File: config.mk
export PLATFORM = sky130hd
export DESIGN_NAME = ccrc_top
export DESIGN_NICKNAME = d
export VERILOG_FILES = /design/src/common/ccrc_pkg.sv /design/src/rtl/ccrc_cmp_chan.sv /design/src/rtl/ccrc_top.sv
export SDC_FILE = /design/constraint.sdc
export NUM_CORES = 1
export LEC_CHECK = 0
export ABC_AREA = 1
export ABC_CLOCK_PERIOD_IN_PS = 1650
export BUFFER_PORTS_ARGS = -buffer_cell sky130_fd_sc_hd__buf_2
export CAP_MARGIN = 15
export CORE_MARGIN = 3
export CORE_UTILIZATION = 43
export CTS_CLUSTER_SIZE = 40
export DETAILED_ROUTE_END_ITERATION = 12
export PLACE_DENSITY = 0.66
export SYNTH_ARGS = -nofsm -noshare
export SYNTH_HDL_FRONTEND = slang
export SYNTH_SLANG_ARGS = --single-unit
File: constraint.sdc
create_clock -name sys_clk -period 1.65 [get_ports sys_clk]
set_input_delay 0.165 -clock sys_clk [delete_from_list [all_inputs] [get_ports sys_clk]]
set_output_delay 0.165 -clock sys_clk [all_outputs]
set_load 0.02 [all_outputs]
File: src/common/ccrc_pkg.sv
package ccrc_pkg;

   // Register bus geometry.
   localparam int unsigned CCRC_ADDR_W = 4;
   localparam int unsigned CCRC_DATA_W = 16;
   localparam int unsigned CCRC_NUM_CMP = 3;

   // Register offsets (word index on the register port).
   localparam logic [3:0] CCRC_OFS_CMP1_CTRL = 4'h0;
   localparam logic [3:0] CCRC_OFS_CMP2_CTRL = 4'h1;
   localparam logic [3:0] CCRC_OFS_CMP3_CTRL = 4'h2;
   localparam logic [3:0] CCRC_OFS_STATUS = 4'h3;
   localparam logic [3:0] CCRC_OFS_REF_CTRL = 4'h4;
   localparam logic [3:0] CCRC_OFS_IRQ_STATUS = 4'h5;
   localparam logic [3:0] CCRC_OFS_IRQ_ENABLE = 4'h6;
   localparam logic [3:0] CCRC_OFS_IRQ_CLEAR = 4'h7;

   // Comparator control field positions.
   localparam int unsigned CCRC_CC_ENABLE = 15;
   localparam int unsigned CCRC_CC_PIN_OE = 14;
   localparam int unsigned CCRC_CC_INVERT = 13;
   localparam int unsigned CCRC_CC_EVENT = 9;
   localparam int unsigned CCRC_CC_RESULT = 8;
   localparam int unsigned CCRC_CC_EVPOL_LO = 6;
   localparam int unsigned CCRC_CC_NONINV = 4;
   localparam int unsigned CCRC_CC_CHAN_LO = 0;

   // Status register field positions.
   localparam int unsigned CCRC_ST_IDLE_SUPP = 15;
   localparam int unsigned CCRC_ST_EVENT_LO = 8;
   localparam int unsigned CCRC_ST_RESULT_LO = 0;

   // Writable masks; every other position reads as zero, except the read-only result bit of the control registers.
   localparam logic [15:0] CCRC_CC_WMASK = 16'he2d3;
   localparam logic [15:0] CCRC_REF_WMASK = 16'h00ff;

   // Reset values.
   localparam logic [15:0] CCRC_CC_RESET = 16'h0000;
   localparam logic [15:0] CCRC_REF_RESET = 16'h0000;

   // Inverting input selections.
   typedef enum logic [1:0] {
      CCRC_INV_PIN_B = 2'h0,
      CCRC_INV_PIN_C = 2'h1,
      CCRC_INV_PIN_D = 2'h2,
      CCRC_INV_HALF_BANDGAP = 2'h3
   } ccrc_inv_sel_t;

   // Event polarity modes.
   typedef enum logic [1:0] {
      CCRC_EV_OFF = 2'h0,
      CCRC_EV_RISE = 2'h1,
      CCRC_EV_FALL = 2'h2,
      CCRC_EV_ANY = 2'h3
   } ccrc_evpol_t;

   // Analog steering of one comparator.
   typedef struct packed {
      logic enable;
      logic pin_oe;
      logic noninv_input_select;
      ccrc_inv_sel_t inverting_channel_select;
   } ccrc_cmp_ana_t;

   // Reference ladder controls.
   typedef struct packed {
      logic ref_generator_enable;
      logic ref_pin_output_enable;
      logic ref_range_select;
      logic ref_supply_select;
      logic [3:0] ref_level_code;
   } ccrc_ref_ana_t;

endpackage

File: src/rtl/ccrc_cmp_chan.sv
`timescale 1ns/1ps
// One comparator channel: result synchroniser, polarity, event detection.
module ccrc_cmp_chan
   import ccrc_pkg::*;
(
   // Clock and reset.
   input wire logic sys_clk,
   input wire logic rst_b,
   // Analog side.
   input wire logic raw_out,
   // Configuration.
   input wire logic output_invert,
   input wire ccrc_evpol_t evpol,
   input wire logic event_flag,
   // Results.
   output logic comparator_result,
   output logic event_hit
);

   // Two-stage synchroniser for the asynchronous analog output.
   logic sync1_q;
   logic sync2_q;
   // Previous polarised result, for edge detection.
   logic prev_q;
   // Polarised result.
   logic pol_res;

   // Synchroniser chain; first stage feeds only the second.
   always_ff @(posedge sys_clk or negedge rst_b) begin
      if (!rst_b) begin
         sync1_q <= 1'b0;
         sync2_q <= 1'b0;
      end else begin
         sync1_q <= raw_out;
         sync2_q <= sync1_q;
      end
   end

   assign pol_res = sync2_q ^ output_invert;

   // Remember the last reported result.
   always_ff @(posedge sys_clk or negedge rst_b) begin
      if (!rst_b) begin
         prev_q <= 1'b0;
      end else begin
         prev_q <= pol_res;
      end
   end

   assign comparator_result = pol_res;

   // Event detection is blocked while the flag is set.
   always_comb begin
      event_hit = 1'b0;
      if (!event_flag) begin
         unique case (evpol)
            CCRC_EV_OFF: event_hit = 1'b0;
            CCRC_EV_RISE: event_hit = pol_res & ~prev_q;
            CCRC_EV_FALL: event_hit = ~pol_res & prev_q;
            CCRC_EV_ANY: event_hit = pol_res ^ prev_q;
         endcase
      end
   end

endmodule // ccrc_cmp_chan

File: src/rtl/ccrc_top.sv
// Our own choices: the register offsets and strobed register access.
`timescale 1ns/1ps
module ccrc_top
   import ccrc_pkg::*;
#(
   parameter int unsigned NUM_CMP = CCRC_NUM_CMP
) (
   // Clock and reset.
   input wire logic sys_clk,
   input wire logic rst_b,
   // Register port.
   input wire logic [CCRC_ADDR_W-1:0] reg_addr,
   input wire logic [CCRC_DATA_W-1:0] reg_wdata,
   input wire logic reg_wr,
   input wire logic reg_rd,
   output logic [CCRC_DATA_W-1:0] reg_rdata,
   // Device power state.
   input wire logic device_idle,
   // Analog comparator side.
   input wire logic [NUM_CMP-1:0] cmp_raw_out,
   output ccrc_cmp_ana_t [NUM_CMP-1:0] cmp_ana,
   output logic [NUM_CMP-1:0] cmp_trigger,
   // Reference ladder side.
   output ccrc_ref_ana_t ref_ana,
   // Interrupt.
   output logic irq
);

   // Writable part of each comparator control register.
   logic [CCRC_DATA_W-1:0] cc_q [NUM_CMP];
   // Event flags, set by hardware and cleared by software.
   logic [NUM_CMP-1:0] evt_q;
   // Idle interrupt suppression control.
   logic idle_interrupt_suppress_q;
   // Reference control register.
   logic [CCRC_DATA_W-1:0] ref_q;
   // Sticky interrupt status and its enable.
   logic [NUM_CMP-1:0] irq_st_q;
   logic [NUM_CMP-1:0] irq_en_q;
   // Read data register.
   logic [CCRC_DATA_W-1:0] rdata_q;
   // Idle synchroniser.
   logic idle_s1_q;
   logic idle_s2_q;
   // Per-channel results.
   logic [NUM_CMP-1:0] res;
   logic [NUM_CMP-1:0] hit;
   // Software clear of event flags this cycle.
   logic [NUM_CMP-1:0] evt_clr;
   logic [NUM_CMP-1:0] evt_wval;

   // Returns the comparator index addressed, or NUM_CMP when none.
   function automatic int unsigned cc_index(input logic [CCRC_ADDR_W-1:0] a);
      int unsigned r;
      r = NUM_CMP;
      for (int unsigned i = 0; i < NUM_CMP; i++) begin
         if (a == CCRC_OFS_CMP1_CTRL + CCRC_ADDR_W'(i)) begin
            r = i;
         end
      end
      return r;
   endfunction

   // Synchronise the idle indication from the power controller.
   always_ff @(posedge sys_clk or negedge rst_b) begin
      if (!rst_b) begin
         idle_s1_q <= 1'b0;
         idle_s2_q <= 1'b0;
      end else begin
         idle_s1_q <= device_idle;
         idle_s2_q <= idle_s1_q;
      end
   end

   // One channel per comparator.
   for (genvar g = 0; g < NUM_CMP; g++) begin : g_chan
      ccrc_cmp_chan u_chan (
         .sys_clk(sys_clk),
         .rst_b(rst_b),
         .raw_out(cmp_raw_out[g]),
         .output_invert(cc_q[g][CCRC_CC_INVERT]),
         .evpol(ccrc_evpol_t'(cc_q[g][CCRC_CC_EVPOL_LO +: 2])),
         .event_flag(evt_q[g]),
         .comparator_result(res[g]),
         .event_hit(hit[g])
      );

      // Analog steering straight from the control register.
      assign cmp_ana[g].enable = cc_q[g][CCRC_CC_ENABLE];
      assign cmp_ana[g].pin_oe = cc_q[g][CCRC_CC_PIN_OE];
      assign cmp_ana[g].noninv_input_select = cc_q[g][CCRC_CC_NONINV];
      assign cmp_ana[g].inverting_channel_select =
         ccrc_inv_sel_t'(cc_q[g][CCRC_CC_CHAN_LO +: 2]);
      // Trigger pulses only while enabled and the flag is clear.
      assign cmp_trigger[g] = hit[g] & cc_q[g][CCRC_CC_ENABLE];

      // Software clear of the event flag by writing zero to it.
      assign evt_clr[g] = reg_wr && (cc_index(reg_addr) == g) && !reg_wdata[CCRC_CC_EVENT];
      assign evt_wval[g] = reg_wr && (cc_index(reg_addr) == g) && reg_wdata[CCRC_CC_EVENT];
   end

   // Control register writes; read-only result bit is masked off.
   always_ff @(posedge sys_clk or negedge rst_b) begin
      if (!rst_b) begin
         for (int i = 0; i < NUM_CMP; i++) begin
            cc_q[i] <= CCRC_CC_RESET;
         end
      end else if (reg_wr && cc_index(reg_addr) < NUM_CMP) begin
         cc_q[cc_index(reg_addr)] <= reg_wdata & CCRC_CC_WMASK;
      end
   end

   // Event flags: a hardware event wins over a software clear.
   always_ff @(posedge sys_clk or negedge rst_b) begin
      if (!rst_b) begin
         evt_q <= '0;
      end else begin
         for (int i = 0; i < NUM_CMP; i++) begin
            if (cmp_trigger[i]) begin
               evt_q[i] <= 1'b1;
            end else if (evt_clr[i]) begin
               evt_q[i] <= 1'b0;
            end else if (evt_wval[i]) begin
               evt_q[i] <= 1'b1;
            end
         end
      end
   end

   // Status register: only the idle suppression bit is writable.
   always_ff @(posedge sys_clk or negedge rst_b) begin
      if (!rst_b) begin
         idle_interrupt_suppress_q <= 1'b0;
      end else if (reg_wr && reg_addr == CCRC_OFS_STATUS) begin
         idle_interrupt_suppress_q <= reg_wdata[CCRC_ST_IDLE_SUPP];
      end
   end

   // Reference control register; upper byte is not stored.
   always_ff @(posedge sys_clk or negedge rst_b) begin
      if (!rst_b) begin
         ref_q <= CCRC_REF_RESET;
      end else if (reg_wr && reg_addr == CCRC_OFS_REF_CTRL) begin
         ref_q <= reg_wdata & CCRC_REF_WMASK;
      end
   end

   // Reference ladder controls drive the analog generator directly.
   assign ref_ana = ccrc_ref_ana_t'(ref_q[7:0]);

   // Interrupt enable register.
   always_ff @(posedge sys_clk or negedge rst_b) begin
      if (!rst_b) begin
         irq_en_q <= '0;
      end else if (reg_wr && reg_addr == CCRC_OFS_IRQ_ENABLE) begin
         irq_en_q <= reg_wdata[NUM_CMP-1:0];
      end
   end

   // Sticky interrupt status; suppressed while idle, set wins over clear.
   always_ff @(posedge sys_clk or negedge rst_b) begin
      if (!rst_b) begin
         irq_st_q <= '0;
      end else begin
         for (int i = 0; i < NUM_CMP; i++) begin
            if (cmp_trigger[i] && !(idle_interrupt_suppress_q && idle_s2_q)) begin
               irq_st_q[i] <= 1'b1;
            end else if (reg_wr && reg_addr == CCRC_OFS_IRQ_CLEAR && reg_wdata[i]) begin
               irq_st_q[i] <= 1'b0;
            end
         end
      end
   end

   // Level interrupt while any enabled status bit is set.
   assign irq = |(irq_st_q & irq_en_q);

   // Read mux; unmapped addresses and unimplemented bits read zero.
   always_ff @(posedge sys_clk or negedge rst_b) begin
      if (!rst_b) begin
         rdata_q <= '0;
      end else if (reg_rd) begin
         rdata_q <= '0;
         if (cc_index(reg_addr) < NUM_CMP) begin
            rdata_q <= cc_q[cc_index(reg_addr)];
            rdata_q[CCRC_CC_EVENT] <= evt_q[cc_index(reg_addr)];
            rdata_q[CCRC_CC_RESULT] <= res[cc_index(reg_addr)];
         end else begin
            unique case (reg_addr)
               CCRC_OFS_STATUS: begin
                  rdata_q[CCRC_ST_IDLE_SUPP] <= idle_interrupt_suppress_q;
                  rdata_q[CCRC_ST_EVENT_LO +: NUM_CMP] <= evt_q;
                  rdata_q[CCRC_ST_RESULT_LO +: NUM_CMP] <= res;
               end
               CCRC_OFS_REF_CTRL: rdata_q <= ref_q;
               CCRC_OFS_IRQ_STATUS: rdata_q[NUM_CMP-1:0] <= irq_st_q;
               CCRC_OFS_IRQ_ENABLE: rdata_q[NUM_CMP-1:0] <= irq_en_q;
               default: rdata_q <= '0;
            endcase
         end
      end
   end

   assign reg_rdata = rdata_q;

endmodule // ccrc_top

Word level (Yosys, flattened, before mapping). Index checks and enable logic that the tools add are counted.

Register bits: 93. Bits in latches: 0. Memory bits (writable): 0. Memory bits (read-only): 0. Input bits: 28. Output and inout bits: 43. Word-level logic and storage cells: 151. Memories: 0.

$add $sub $neg: 0. $mul: 0. Divide/modulo/power cells: 0. $lt $le $gt $ge: 6. Eq/ne operators: 18. Shift operators: 0. Mux-type cells: 43. Bitwise logic cells: 24. Reduce and logical (&&, ||, !) cells: 36.

Operators by type and width (number): 32-bit two-way mux (6); 33-bit by 3-bit >= comparator with 1-bit output, second input constant (2); 32-bit NOT with 33-bit output (2); 32-bit by 2-bit < comparator with 1-bit output, second input constant (2); 16-bit two-way mux (4); 48-bit bitwise mux (1); 33-bit by 1-bit < comparator with 1-bit output, second input constant (1); 16-bit binary-select mux with 2-bit select (1); 16-bit demux with 2-bit select (1); 32-bit by 1-bit equality test with 1-bit output, second input constant (1); 32-bit by 2-bit equality test with 1-bit output, second input constant (1); 32-bit logical NOT (1); 32-bit by 3-bit < comparator with 1-bit output, second input constant (1); 1-bit logical AND (22); 1-bit two-way mux (21); 4-bit by 3-bit equality test with 1-bit output, second input constant (4); 2-bit equality test, second input constant (6); 1-bit case mux with 4 select lines (3); 3-bit case mux with 4 select lines (1); 1-bit bitwise AND (9); 3-bit nonzero test (3); 4-bit by 2-bit equality test with 1-bit output, second input constant (2); 2-bit by 1-bit equality test with 1-bit output, second input constant (3); 2-bit logical NOT (3); 12 further kinds (26).

Longest topological paths before layout. Gate-level depths: netlist (run 1).

Depth after elaboration: 13. Gate-level depth with buffers: 9. Gate-level depth less buffers: 9.

Modules after synthesis. A second synthesis (run 1) with hierarchy kept.

Cells, all modules: 401. Area, all modules: 3316.9 um^2.

Modules (own cells, without submodules): ccrc_top (times used 1, cells each 341, area each 2832.7 um^2, seq. area each 1451.4 um^2); ccrc_cmp_chan (times used 3, cells each 20, area each 161.4 um^2, seq. area each 75.1 um^2).

Worst setup path before layout (run 1). No wires, ideal clock.

Kind: flip-flop to output port. Start: reg cc_q[29] (netlist name). End: out cmp_trigger[1]. Data arrival time: 1169 ps. Data required time: 1485 ps. Path slack: 316 ps. Stages on the path, launching flop included: 9. Path through: dfrtp_1 nand2_1 nand2_1 inv_1 ha_1 nor2_1 nor3_1 nand3_1 inv_1.

Longest elaborated chain between the ends: 6.

Ends and longest elaborated chain: start, declared (RTL line ccrc_top.sv:30) `logic [CCRC_DATA_W-1:0] cc_q [NUM_CMP];`; start signal, assigned by index (RTL line ccrc_top.sv:109) `cc_q[cc_index(reg_addr)] <= reg_wdata & CCRC_CC_WMASK;`; 1-bit XOR * (RTL line ccrc_cmp_chan.sv:39) `assign pol_res = sync2_q ^ output_invert;`; named net g_chan[1].u_chan.comparator_result (RTL line ccrc_cmp_chan.sv:16) `output logic comparator_result,`; 1-bit NOT (RTL line ccrc_cmp_chan.sv:59) `CCRC_EV_FALL: event_hit = ~pol_res & prev_q;`; 1-bit bitwise AND (RTL line ccrc_cmp_chan.sv:59); 1-bit case mux with 4 select lines * (RTL line ccrc_cmp_chan.sv:56) `unique case (evpol)`; 1-bit two-way mux * (RTL line ccrc_cmp_chan.sv:55) `if (!event_flag) begin`; 1-bit bitwise AND * (RTL line ccrc_top.sv:95) `assign cmp_trigger[g] = hit[g] & cc_q[g][CCRC_CC_ENABLE];`; end, declared (RTL line ccrc_top.sv:22) `output logic [NUM_CMP-1:0] cmp_trigger,`.

Mark *: on every way through the listed nets, which the timed path passes. The rest lies on a longest branch.

Worst setup path after layout (run 1). Ends and elaborated chain as after synthesis.

==> summary by stage, run 1 <==
Critical path
The most critical setup path has its startpoint at cc_q[29]. The data arrival time at the worst-slack endpoint is 1.60 ns. The sort of element at the start of the critical path is a register. In this run the worst path has a maximum fanout of 4. The critical path is of the reg2out type.

The worst setup path endpoint is cmp_trigger[1]. For the worst setup path, the data required time is 1.48 ns. The capturing point of the worst reg2reg path is irq_st_q[1]. The worst setup path is captured at a primary output. For this run, the slowest stage of the critical path takes 0.41 ns. Counting stages on the worst path, the most repeated cell is inv_2. On the critical path, the stage with the largest delay is an instance of dfrtp_1. The worst reg-to-reg path cell count is 10. Walking the worst path, the cells encountered are nand2_1 -> nand2_4 -> inv_2 -> ha_4 -> nor2_1 -> nor3_2 -> nand3_2 -> inv_2 -> buf_6. In this run the critical register-to-register path is launched from cc_q[29]. Across all register-to-register paths, the minimum setup slack is 0.09 ns.

Timing
The peak clock frequency supported by timing is 568 MHz. The max-slew violation count was 0. Dividing the final minimum period by the clock period gives 1.07.

The minimum clock period after layout is 1.76 ns. The final clock skew is 0.00875 ns. The aggregate negative setup slack is -0.111 ns. Setup repair after global routing could not meet its margin everywhere. The count of endpoints failing hold in the final timing report is 0. Once routing completed, OpenROAD measured the worst setup slack at -0.111 ns. Setup violations remaining at the end of the flow were counted as 1.

Layout
The most common library cell in the layout ignoring fill and taps is nand2_1. The relative area change from synthesis to final layout is 21.4%. The finished cells cover 0.00396 mm². The number of inserted diodes is 0. Counting the fill cells in the layout gives 720.

The utilization of the core after routing is 0.544. In the final design database the tool counted 488 nets. The share of final-layout standard cells stronger than drive strength 1 is 0.289.

Across the whole layout, storage elements account for 0.00168 mm². The area of the multi-input gates is 0.00132 mm². The top cell types in the final layout, fill and taps aside, are 127 x nand2_1, 67 x dfrtp_1, 61 x buf_2, 35 x inv_1, 28 x nand3_1.

Global routing
For this run, the total global-route usage over all layers was measured as 0.201. The wire length of the first global-routing pass is 13400 µm. The number of antenna violations at the first check in global routing is 0. Entering global routing, the biggest net connects 50 pins. Summed over all layers, the global routing overflow is 0. The number of global-route vias before repair is 2657.

Drt
The wire length after detailed routing is 8030 µm. The average wire length per cell after detail routing is 14.3 µm. Across all layers, the routed design uses 2728 vias. In this run, the number of DRC markers left after iteration 0 of detailed routing was 131. The number of DRC violations after detailed routing is 0.

The count of antenna-violating nets left after detailed routing is 0. The first-pass iteration count of the detailed router is 4. The routed via count divided by cell count is 4.87.

Clock tree
After clock tree synthesis, the clock-pin slew on the worst setup and hold paths is 0.07 ns. The clock net in this run drives a total of 67 sinks. The clock network latency to the later pin of the worst-skew pair is 0.35 ns. The CTS tree is done.

The H-tree generated during clock tree synthesis spans 3 levels. The total clock buffers created by CTS is 9. The longest clock path from root to sink contains 2 buffers. Clock tree synthesis selected as its root buffer the cell clkbuf_8.

Run status
The flow ran to the end, but the final reports show violations. The checks that failed: setup timing.

Run
The count of maximum capacitance violations is 0.

Placement
The count of port buffers added during placement is 64. The global placement routability congestion is 0.899. The area of placed instances is 0.00359 mm². The HPWL reported at the end of detailed placement is 5810 µm.

Synthesis
After synthesis the netlist holds a flip-flop and latch count of 67. The sequential share of the synthesized area is 0.513. By area, the combinational part of the netlist is dominated by simple AND/OR/NAND/NOR gates. The multiplexer area fraction after synthesis is 0. Of the total synthesized cell area, the portion taken by full adders, half adders and majority gates is 0.00766. Of the total synthesized cell area, the portion taken by XOR and XNOR cells is 0. The post-synthesis share of cell area spent on and, or, nand and nor gates is 0.267. Yosys printed 0 warnings. The netlist area before placement is 0.00327 mm². Each instance of the synthesized netlist takes up on average 8.44 µm². The compound-cell area share of the yosys netlist is 0.105. The gate count of the mapped netlist is 387. Synthesis instantiated 31 different standard cells from the library.

Power and ir drop
The worst voltage drop across the vdd grid is 0.535 mV. Dividing total power by cell area gives a power density of 1180 mW/mm². The design draws 4670 µW. The static leakage is 0.00216 µW.

Floorplan
The initial standard-cell utilization of the core is 0.448. The overall die width is 93.1 µm. The die area is 0.00868 mm².

After floorplanning, the core was sized to cover 0.00729 mm². During I/O placement, the number of pins put on the boundary was 71. The vertical die dimension is 93.1 µm. The number of rows in the core area is 31.

Worst hold path
The number of stages on the worst hold path is 3. The tightest min-delay check is of the in2reg type.
## stage by stage
| step | hold WS, ns | worst slack, ns | cells |
|---|---|---|---|
| 3_5_place_dp | 0.133 | 0.0369 | 533 |
| 6_report | 0.0497 | -0.111 | 560 |
| 5_1_grt | 0.0626 | -0.193 | 560 |
| 3_3_place_gp | 0.136 | 0.134 | 533 |
| 2_1_floorplan | -0.131 | 0.316 | 388 |
| 4_1_cts | 0.0379 | -0.216 | 557 |
## flip-flops by register name, indices dropped and copies added (netlist names), 3 cells and up
register               cells
g_chan.u_chan.sync2_q      3
irq_st_q                   3
cmp_ana                   15
ref_q                      8
evt_q                      3
g_chan.u_chan.sync1_q      3
reg_rdata                 14
irq_en_q                   3
cc_q                       9
g_chan.u_chan.prev_q       3
## routing by layer
metal	track usage	share of wire
met5	0	0
met4	0.0598	0.013
met2	0.330	0.49
met3	0.0418	0.063
met1	0.267	0.43
## worst max-delay path, delay by kind of cell (launching register included)
family	cells	cell delay, ns
simple gates	5	0.48
flops	1	0.41
buf+inv	3	0.25
fa+ha+maj	1	0.12
## area by class of cell
cell class	instances	share of cell area
Inverter	42	0.0398
Multi-Input combinational cell	254	0.332
Sequential cell	67	0.423
Timing Repair Buffer	84	0.128
Clock inverter	3	0.0101
Clock buffer	11	0.0357
Tap cell	99	0.0313
## cells in the mapped netlist
library cell / instances / share of area
nor3_2: 2 / 0.0061
inv_1: 39 / 0.045
nor2_1: 13 / 0.015
buf_4: 17 / 0.039
dfrtp_1: 67 / 0.51
a21oi_1: 6 / 0.0092
nor2_2: 1 / 0.0019
a21o_1: 1 / 0.0023
conb_1: 1 / 0.0011
o211ai_2: 2 / 0.0077
nand3_1: 32 / 0.049
clkbuf_2: 1 / 0.0015
a21boi_0: 1 / 0.0023
o21ai_2: 6 / 0.016
nor2_8: 2 / 0.012
o211ai_1: 3 / 0.0069
nor3_1: 1 / 0.0015
nand2_1: 131 / 0.15
nand2_4: 2 / 0.0069
a22oi_1: 2 / 0.0046
inv_2: 3 / 0.0034
nor2_4: 4 / 0.014
buf_6: 4 / 0.014
nand4_1: 1 / 0.0019
buf_2: 1 / 0.0015
a31oi_1: 1 / 0.0019
o21ai_1: 21 / 0.032
clkbuf_1: 2 / 0.0023
o21ai_0: 14 / 0.021
ha_1: 2 / 0.0077
nand2_2: 4 / 0.0077
## repair_timing
| item | in CTS | in global routing |
|---|---|---|
| hold buffers | 5 | 0 |
| endpoints found under the hold margin | 22 | 0 |
| gates resized for setup | 7 | 15 |
| buffers inserted | 5 | 3 |
| pin swaps | 3 | 5 |
| endpoints found under the setup margin | 2 | 5 |
## report_power, final
group | switching, µW | internal (µW)
clock network | 602 | 718
logic | 710 | 432
registers | 257 | 1950
total | 1570 | 3100
## worst min-delay path by stage
stage                              from    endpoint  slack [ns]
after floorplan                   rst_b    cc_q[13]       -0.13
after global placement            rst_b   idle_s2_q        0.14
after detailed placement          rst_b   idle_s2_q        0.13
after CTS                 reg_wdata[15]  cmp_ana[4]        0.04
after global routing       reg_wdata[3]    ref_q[3]        0.06
final                      reg_wdata[5]    ref_q[5]        0.05
## cells by family (layout without fill, tap and decap cells)
| group | Yosys count | after routing |
|---|---|---|
| AND/OR/NAND/NOR | 193 | 193 |
| buffers and inverters | 67 | 140 |
| flip-flops | 67 | 67 |
| other | 1 | 2 |
| adder cells (fa/ha/maj) | 2 | 2 |
| AO/OA/AOI/OAI | 57 | 57 |
No activity file was read; power rests on OpenSTA's default activity.
==> run 2, diff against run 1 <==
--- a/config.mk
+++ b/config.mk
@@ -5,7 +5,6 @@
 export SDC_FILE = /design/constraint.sdc
 export NUM_CORES = 1
 export LEC_CHECK = 0
-export ABC_AREA = 1
 export ABC_CLOCK_PERIOD_IN_PS = 1650
 export BUFFER_PORTS_ARGS = -buffer_cell sky130_fd_sc_hd__buf_2
 export CAP_MARGIN = 15
@@ -13,7 +12,7 @@
 export CORE_UTILIZATION = 43
 export CTS_CLUSTER_SIZE = 40
 export DETAILED_ROUTE_END_ITERATION = 12
-export PLACE_DENSITY = 0.66
+export PLACE_DENSITY_LB_ADDON = 0.2
 export SYNTH_ARGS = -nofsm -noshare
 export SYNTH_HDL_FRONTEND = slang
 export SYNTH_SLANG_ARGS = --single-unit
==> run 2 against run 1 <==
The run still ends with setup timing left. Final area increased by 0.54%. Non-clock buffer count grew 6. Global-route usage decreased by 1.3 points. Fmax down 9.3%. Area after synthesis down 1.3%. Worst setup slack got worse by 0.18 ns. Flip-flop and latch count unchanged. Total power rose by 10%. Final cell count shrank 23%. Via count decreased by 19%. Clock skew decreased by 0.0035 ns. Combinational power increased by 23%. Largest cell class unchanged. Largest power group unchanged.
==> summary by stage, run 2 <==
Run
The count of maximum capacitance violations is 0 (unchanged).

Power and ir drop
The internal power summed over all cells came to 3520 µW (was 3100 µW). The static leakage is 0.00192 µW (was 0.00216 µW). The portion of total power attributed to the clock network is 0.284 (was 0.283).

The power density over the cells came to 1290 mW/mm² (was 1180 mW/mm²). The switching fraction of total power is 0.316 (was 0.336). The power share of the sequential group is 0.443 (was 0.472).

The switching power of the nets came to 1620 µW (was 1570 µW). The logic gate share of total power was 0.273 (was 0.245). The worst voltage drop across the vdd grid is 0.612 mV (was 0.535 mV).

Drt
The routed via count divided by cell count is 5.11 (was 4.87). The count of antenna-violating nets left after detailed routing came to 0 (unchanged). The number of DRC violations after detailed routing was 0 (unchanged). The wire length after detailed routing is 7520 µm (was 8030 µm). The vias after detailed routing is 2216 (was 2728). The DRC violation total after the first TritonRoute iteration is 121 (was 131). The first-pass iteration count of the detailed router was 4 (unchanged).

The average wire length per cell after detail routing is 17.3 µm (was 14.3 µm).

Critical path
The data arrival time at the worst-slack endpoint is 1.78 ns (was 1.60 ns). The kind of capture point of the worst setup path is a primary output (unchanged). The most numerous cell on the critical path is buf_4 (was inv_2). The cell with the biggest individual delay on the critical path is dfrtp_1 (unchanged). The required time at the worst-slack endpoint is 1.48 ns (about the same). The largest fanout on the critical path is 2 (was 4).

The worst reg-to-reg path cell count is 8 (was 10). The largest stage delay on the critical path is 0.40 ns (was 0.41 ns). The top cell family by delay on the critical path is flip-flops (was simple AND/OR/NAND/NOR gates). The start-to-end type of the worst setup path is reg2out (unchanged). The sort of element at the start of the critical path is a register (unchanged). The buffer and inverter count on the worst path is 3 (unchanged).

The critical path depth in cells is 7 (was 9). Critical path cell sequence: xnor2_2 -> buf_4 -> buf_4 -> ha_1 -> nand3b_1 -> a21oi_2 -> buf_6 (was nand2_1 -> nand2_4 -> inv_2 -> ha_4 -> nor2_1 -> nor3_2 -> nand3_2 -> inv_2 -> buf_6).

Synthesis
The fraction of registers with async set or reset after synthesis is 1.00 (unchanged). The largest area contributor in the synthesized netlist is dfrtp_1 (unchanged). The number of warnings issued by yosys was 0 (unchanged).

The gate count of the mapped netlist is 258 (was 387). The commonest register cell after synthesis was dfrtp_1 (unchanged). The number of flops mapped to enable cells by yosys is 0 (unchanged). The number of unique standard cell types used by synthesis is 43 (was 31). Synth top area cells: dfrtp_1 52%, mux2_2 13%, buf_4 4.7% (was dfrtp_1 51%, nand2_1 15%, nand3_1 4.9%). The most common cell in the synthesized netlist is dfrtp_1 (was nand2_1). The fraction of synthesized cell area taken by the top area cell type is 0.520 (was 0.513). The sequential share of the synthesized area is 0.520 (was 0.513).

Most instantiated cells after synthesis: 67 x dfrtp_1, 37 x mux2_2, 20 x buf_4, 12 x inv_1, 12 x nor2_1 (was 131 x nand2_1, 67 x dfrtp_1, 39 x inv_1, 32 x nand3_1, 21 x o21ai_1). The average size of a mapped cell is 12.5 µm² (was 8.44 µm²). The netlist area before placement was 0.00322 mm² (was 0.00327 mm²). The synthesized flop and latch total is 67 (unchanged).

Floorplan
The vertical die dimension is 92.6 µm (was 93.1 µm). The die area is 0.00857 mm² (was 0.00868 mm²). The initial standard-cell utilization of the core is 0.459 (was 0.448). The number of rows in the core area is 30 (was 31).

The number of top-level design ports is 71 (unchanged). The standard cell core area is 0.00702 mm² (was 0.00729 mm²). The overall die width was 92.6 µm (was 93.1 µm).

Timing
The count of endpoints failing hold in the final timing report was 0 (unchanged). Unrepaired setup endpoints after global routing: true (unchanged). The final-report setup violation count is 5 (was 1).

The final clock skew is 0.00523 ns (was 0.00875 ns). The minimum clock period after layout was 1.94 ns (was 1.76 ns). The final worst setup slack is -0.293 ns (was -0.111 ns).

The peak clock frequency supported by timing is 515 MHz (was 568 MHz). The max-slew violation count is 0 (unchanged). The share of the clock period used by the worst path after layout is 1.18 (was 1.07).

Placement
The area of placed instances is 0.00362 mm² (was 0.00359 mm²). The HPWL reported at the end of detailed placement is 5190 µm (was 5810 µm). The global placement routability congestion is 0.840 (was 0.899).

The count of port buffers added during placement was 64 (unchanged).

Layout
The relative area change from synthesis to final layout is 23.7% (was 21.4%). The number of filler cells placed in the layout came to 634 (was 720). The most common library cell in the layout ignoring fill and taps is dfrtp_1 (was nand2_1). The number of inserted diodes is 0 (unchanged).

The number of flip-flops under the largest register name is 15 (unchanged). Most used cells in the layout excluding fill and tap cells: 67 x dfrtp_1, 61 x buf_2, 37 x mux2_2, 19 x buf_4, 12 x nor2_1 (was 127 x nand2_1, 67 x dfrtp_1, 61 x buf_2, 35 x inv_1, 28 x nand3_1). The count of nets after finishing came to 364 (was 488). The utilization of the core after routing is 0.568 (was 0.544). The design area is 0.00399 mm² (was 0.00396 mm²). The share of final-layout standard cells stronger than drive strength 1 was 0.479 (was 0.289).

Clock tree
The worst-case clock buffer depth is 2 (unchanged). The total clock sinks came to 67 (unchanged). The post-CTS clock slew at the launch and capture registers of the worst setup and hold paths was 0.07 ns (about the same).

The total clock buffers created by CTS was 9 (unchanged). The buffer type at the clock tree root is clkbuf_8 (unchanged). The CTS tree is done (unchanged). The clock network latency to the later pin of the worst-skew pair was 0.34 ns (was 0.35 ns). The H-tree level count was 3 (unchanged).

Global routing
The number of antenna violations at the first check in global routing is 0 (unchanged). The sum of overflow across all layers after global routing is 0 (unchanged). The overall track demand over capacity in global routing is 0.187 (was 0.201). The number of global-route vias before repair is 2228 (was 2657). The maximum number of pins on one net before global-route repair was 68 (was 50). The wire length of the first global-routing pass is 12100 µm (was 13400 µm).

Worst hold path
The number of stages on the worst hold path was 2 (was 3). The type of the most critical hold path is in2reg (unchanged).

Run status
Run status: finished with violations (unchanged). Violated checks: setup timing (unchanged).
[run 2: changes by cell type in the layout (fill, tap and decap cells not counted), sizes merged, moves of 10 or more]
| cell | before | now |
|---|---|---|
| nand2 | 137 | 11 |
| mux2 | 0 | 39 |
| o21ai | 41 | 8 |
| inv | 42 | 12 |
| nand3 | 32 | 6 |
| mux2i | 0 | 10 |
[run 2: area by class of cell]
cell class,count,area (µm²),share of cell area
Clock buffer,10,128,0.0320
Clock inverter,5,78.8,0.0198
Inverter,12,45.0,0.0113
Multi-Input combinational cell,154,1370,0.343
Sequential cell,67,1680,0.421
Tap cell,96,120,0.0301
Timing Repair Buffer,90,572,0.143
[run 2: worst reg2reg max path, delay by kind of cell (launching register included)]
family          cells  cell delay, ns
simple gates        1            0.15
compound gates      3            0.52
buf+inv             2            0.22
fa+ha+maj           1            0.15
flops               1            0.40
xor+xnor            1            0.19
[run 2: logic make-up after synthesis]
family / share of synthesized area
simple gates: 0.123
mux: 0.177
xor+xnor: 0.0155
fa+ha+maj: 0.00777
buf+inv: 0.0726
compound gates: 0.0831
flops: 0.520
other cells: 0.00116
[run 2: path summary, 6_finish.rpt]
check	start	end	slack [ns]
setup / recovery	g_chan[1].u_chan.sync2_q	cmp_trigger[1]	-0.29
hold / removal	reg_wdata[5]	ref_q[5]	0.05
setup reg to reg	g_chan[1].u_chan.sync2_q	evt_q[1]	-0.08
hold reg to reg	g_chan[0].u_chan.sync1_q	g_chan[0].u_chan.sync2_q	0.36
max in group asynchronous	rst_b	cmp_ana[10]	0.99
min in group asynchronous	rst_b	g_chan[1].u_chan.sync1_q	0.38
[run 2: layer usage]
| layer | vias to the layer above | share of wire | track usage | wire length, µm |
|---|---|---|---|---|
| li1 | 1050 | - | - | - |
| met4 | 0 | 0.0057 | 0.0446 | 43 |
| met3 | 4 | 0.077 | 0.0634 | 580 |
| met2 | 77 | 0.47 | 0.285 | 3560 |
| met1 | 1085 | 0.44 | 0.259 | 3340 |
| met5 | - | 0 | 0 | 0 |
[run 2: through the flow]
step           instances  setup TNS (ns)  worst slack (ns)  hold WS, ns  power [µW]
5_1_grt              434           -1.11            -0.369       0.0387        5430
2_1_floorplan        259               0           0.00938       -0.131        3210
3_3_place_gp         408         -0.0196           -0.0196        0.212        3550
3_5_place_dp         408         -0.0675           -0.0675        0.218        3580
4_1_cts              437           -1.11            -0.343       0.0394        5160
6_report             434          -0.748            -0.293       0.0529        5140
[run 2: power by group through the flow]
stage	clock, µW	combinational, µW	sequential, µW
final	1460	1400	2280
after global routing	1580	1520	2330
after CTS	1490	1390	2270
after detailed placement	0	1280	2300
after global placement	0	1260	2290
after floorplan	0	898	2310
[run 2: repair_timing]
action	CTS	global route
setup buffers	9	2
pin swaps	5	7
setup endpoints to repair	3	8
hold endpoints to repair	71	0
gates resized for setup	10	7
gates cloned	0	0
hold buffers	5	0
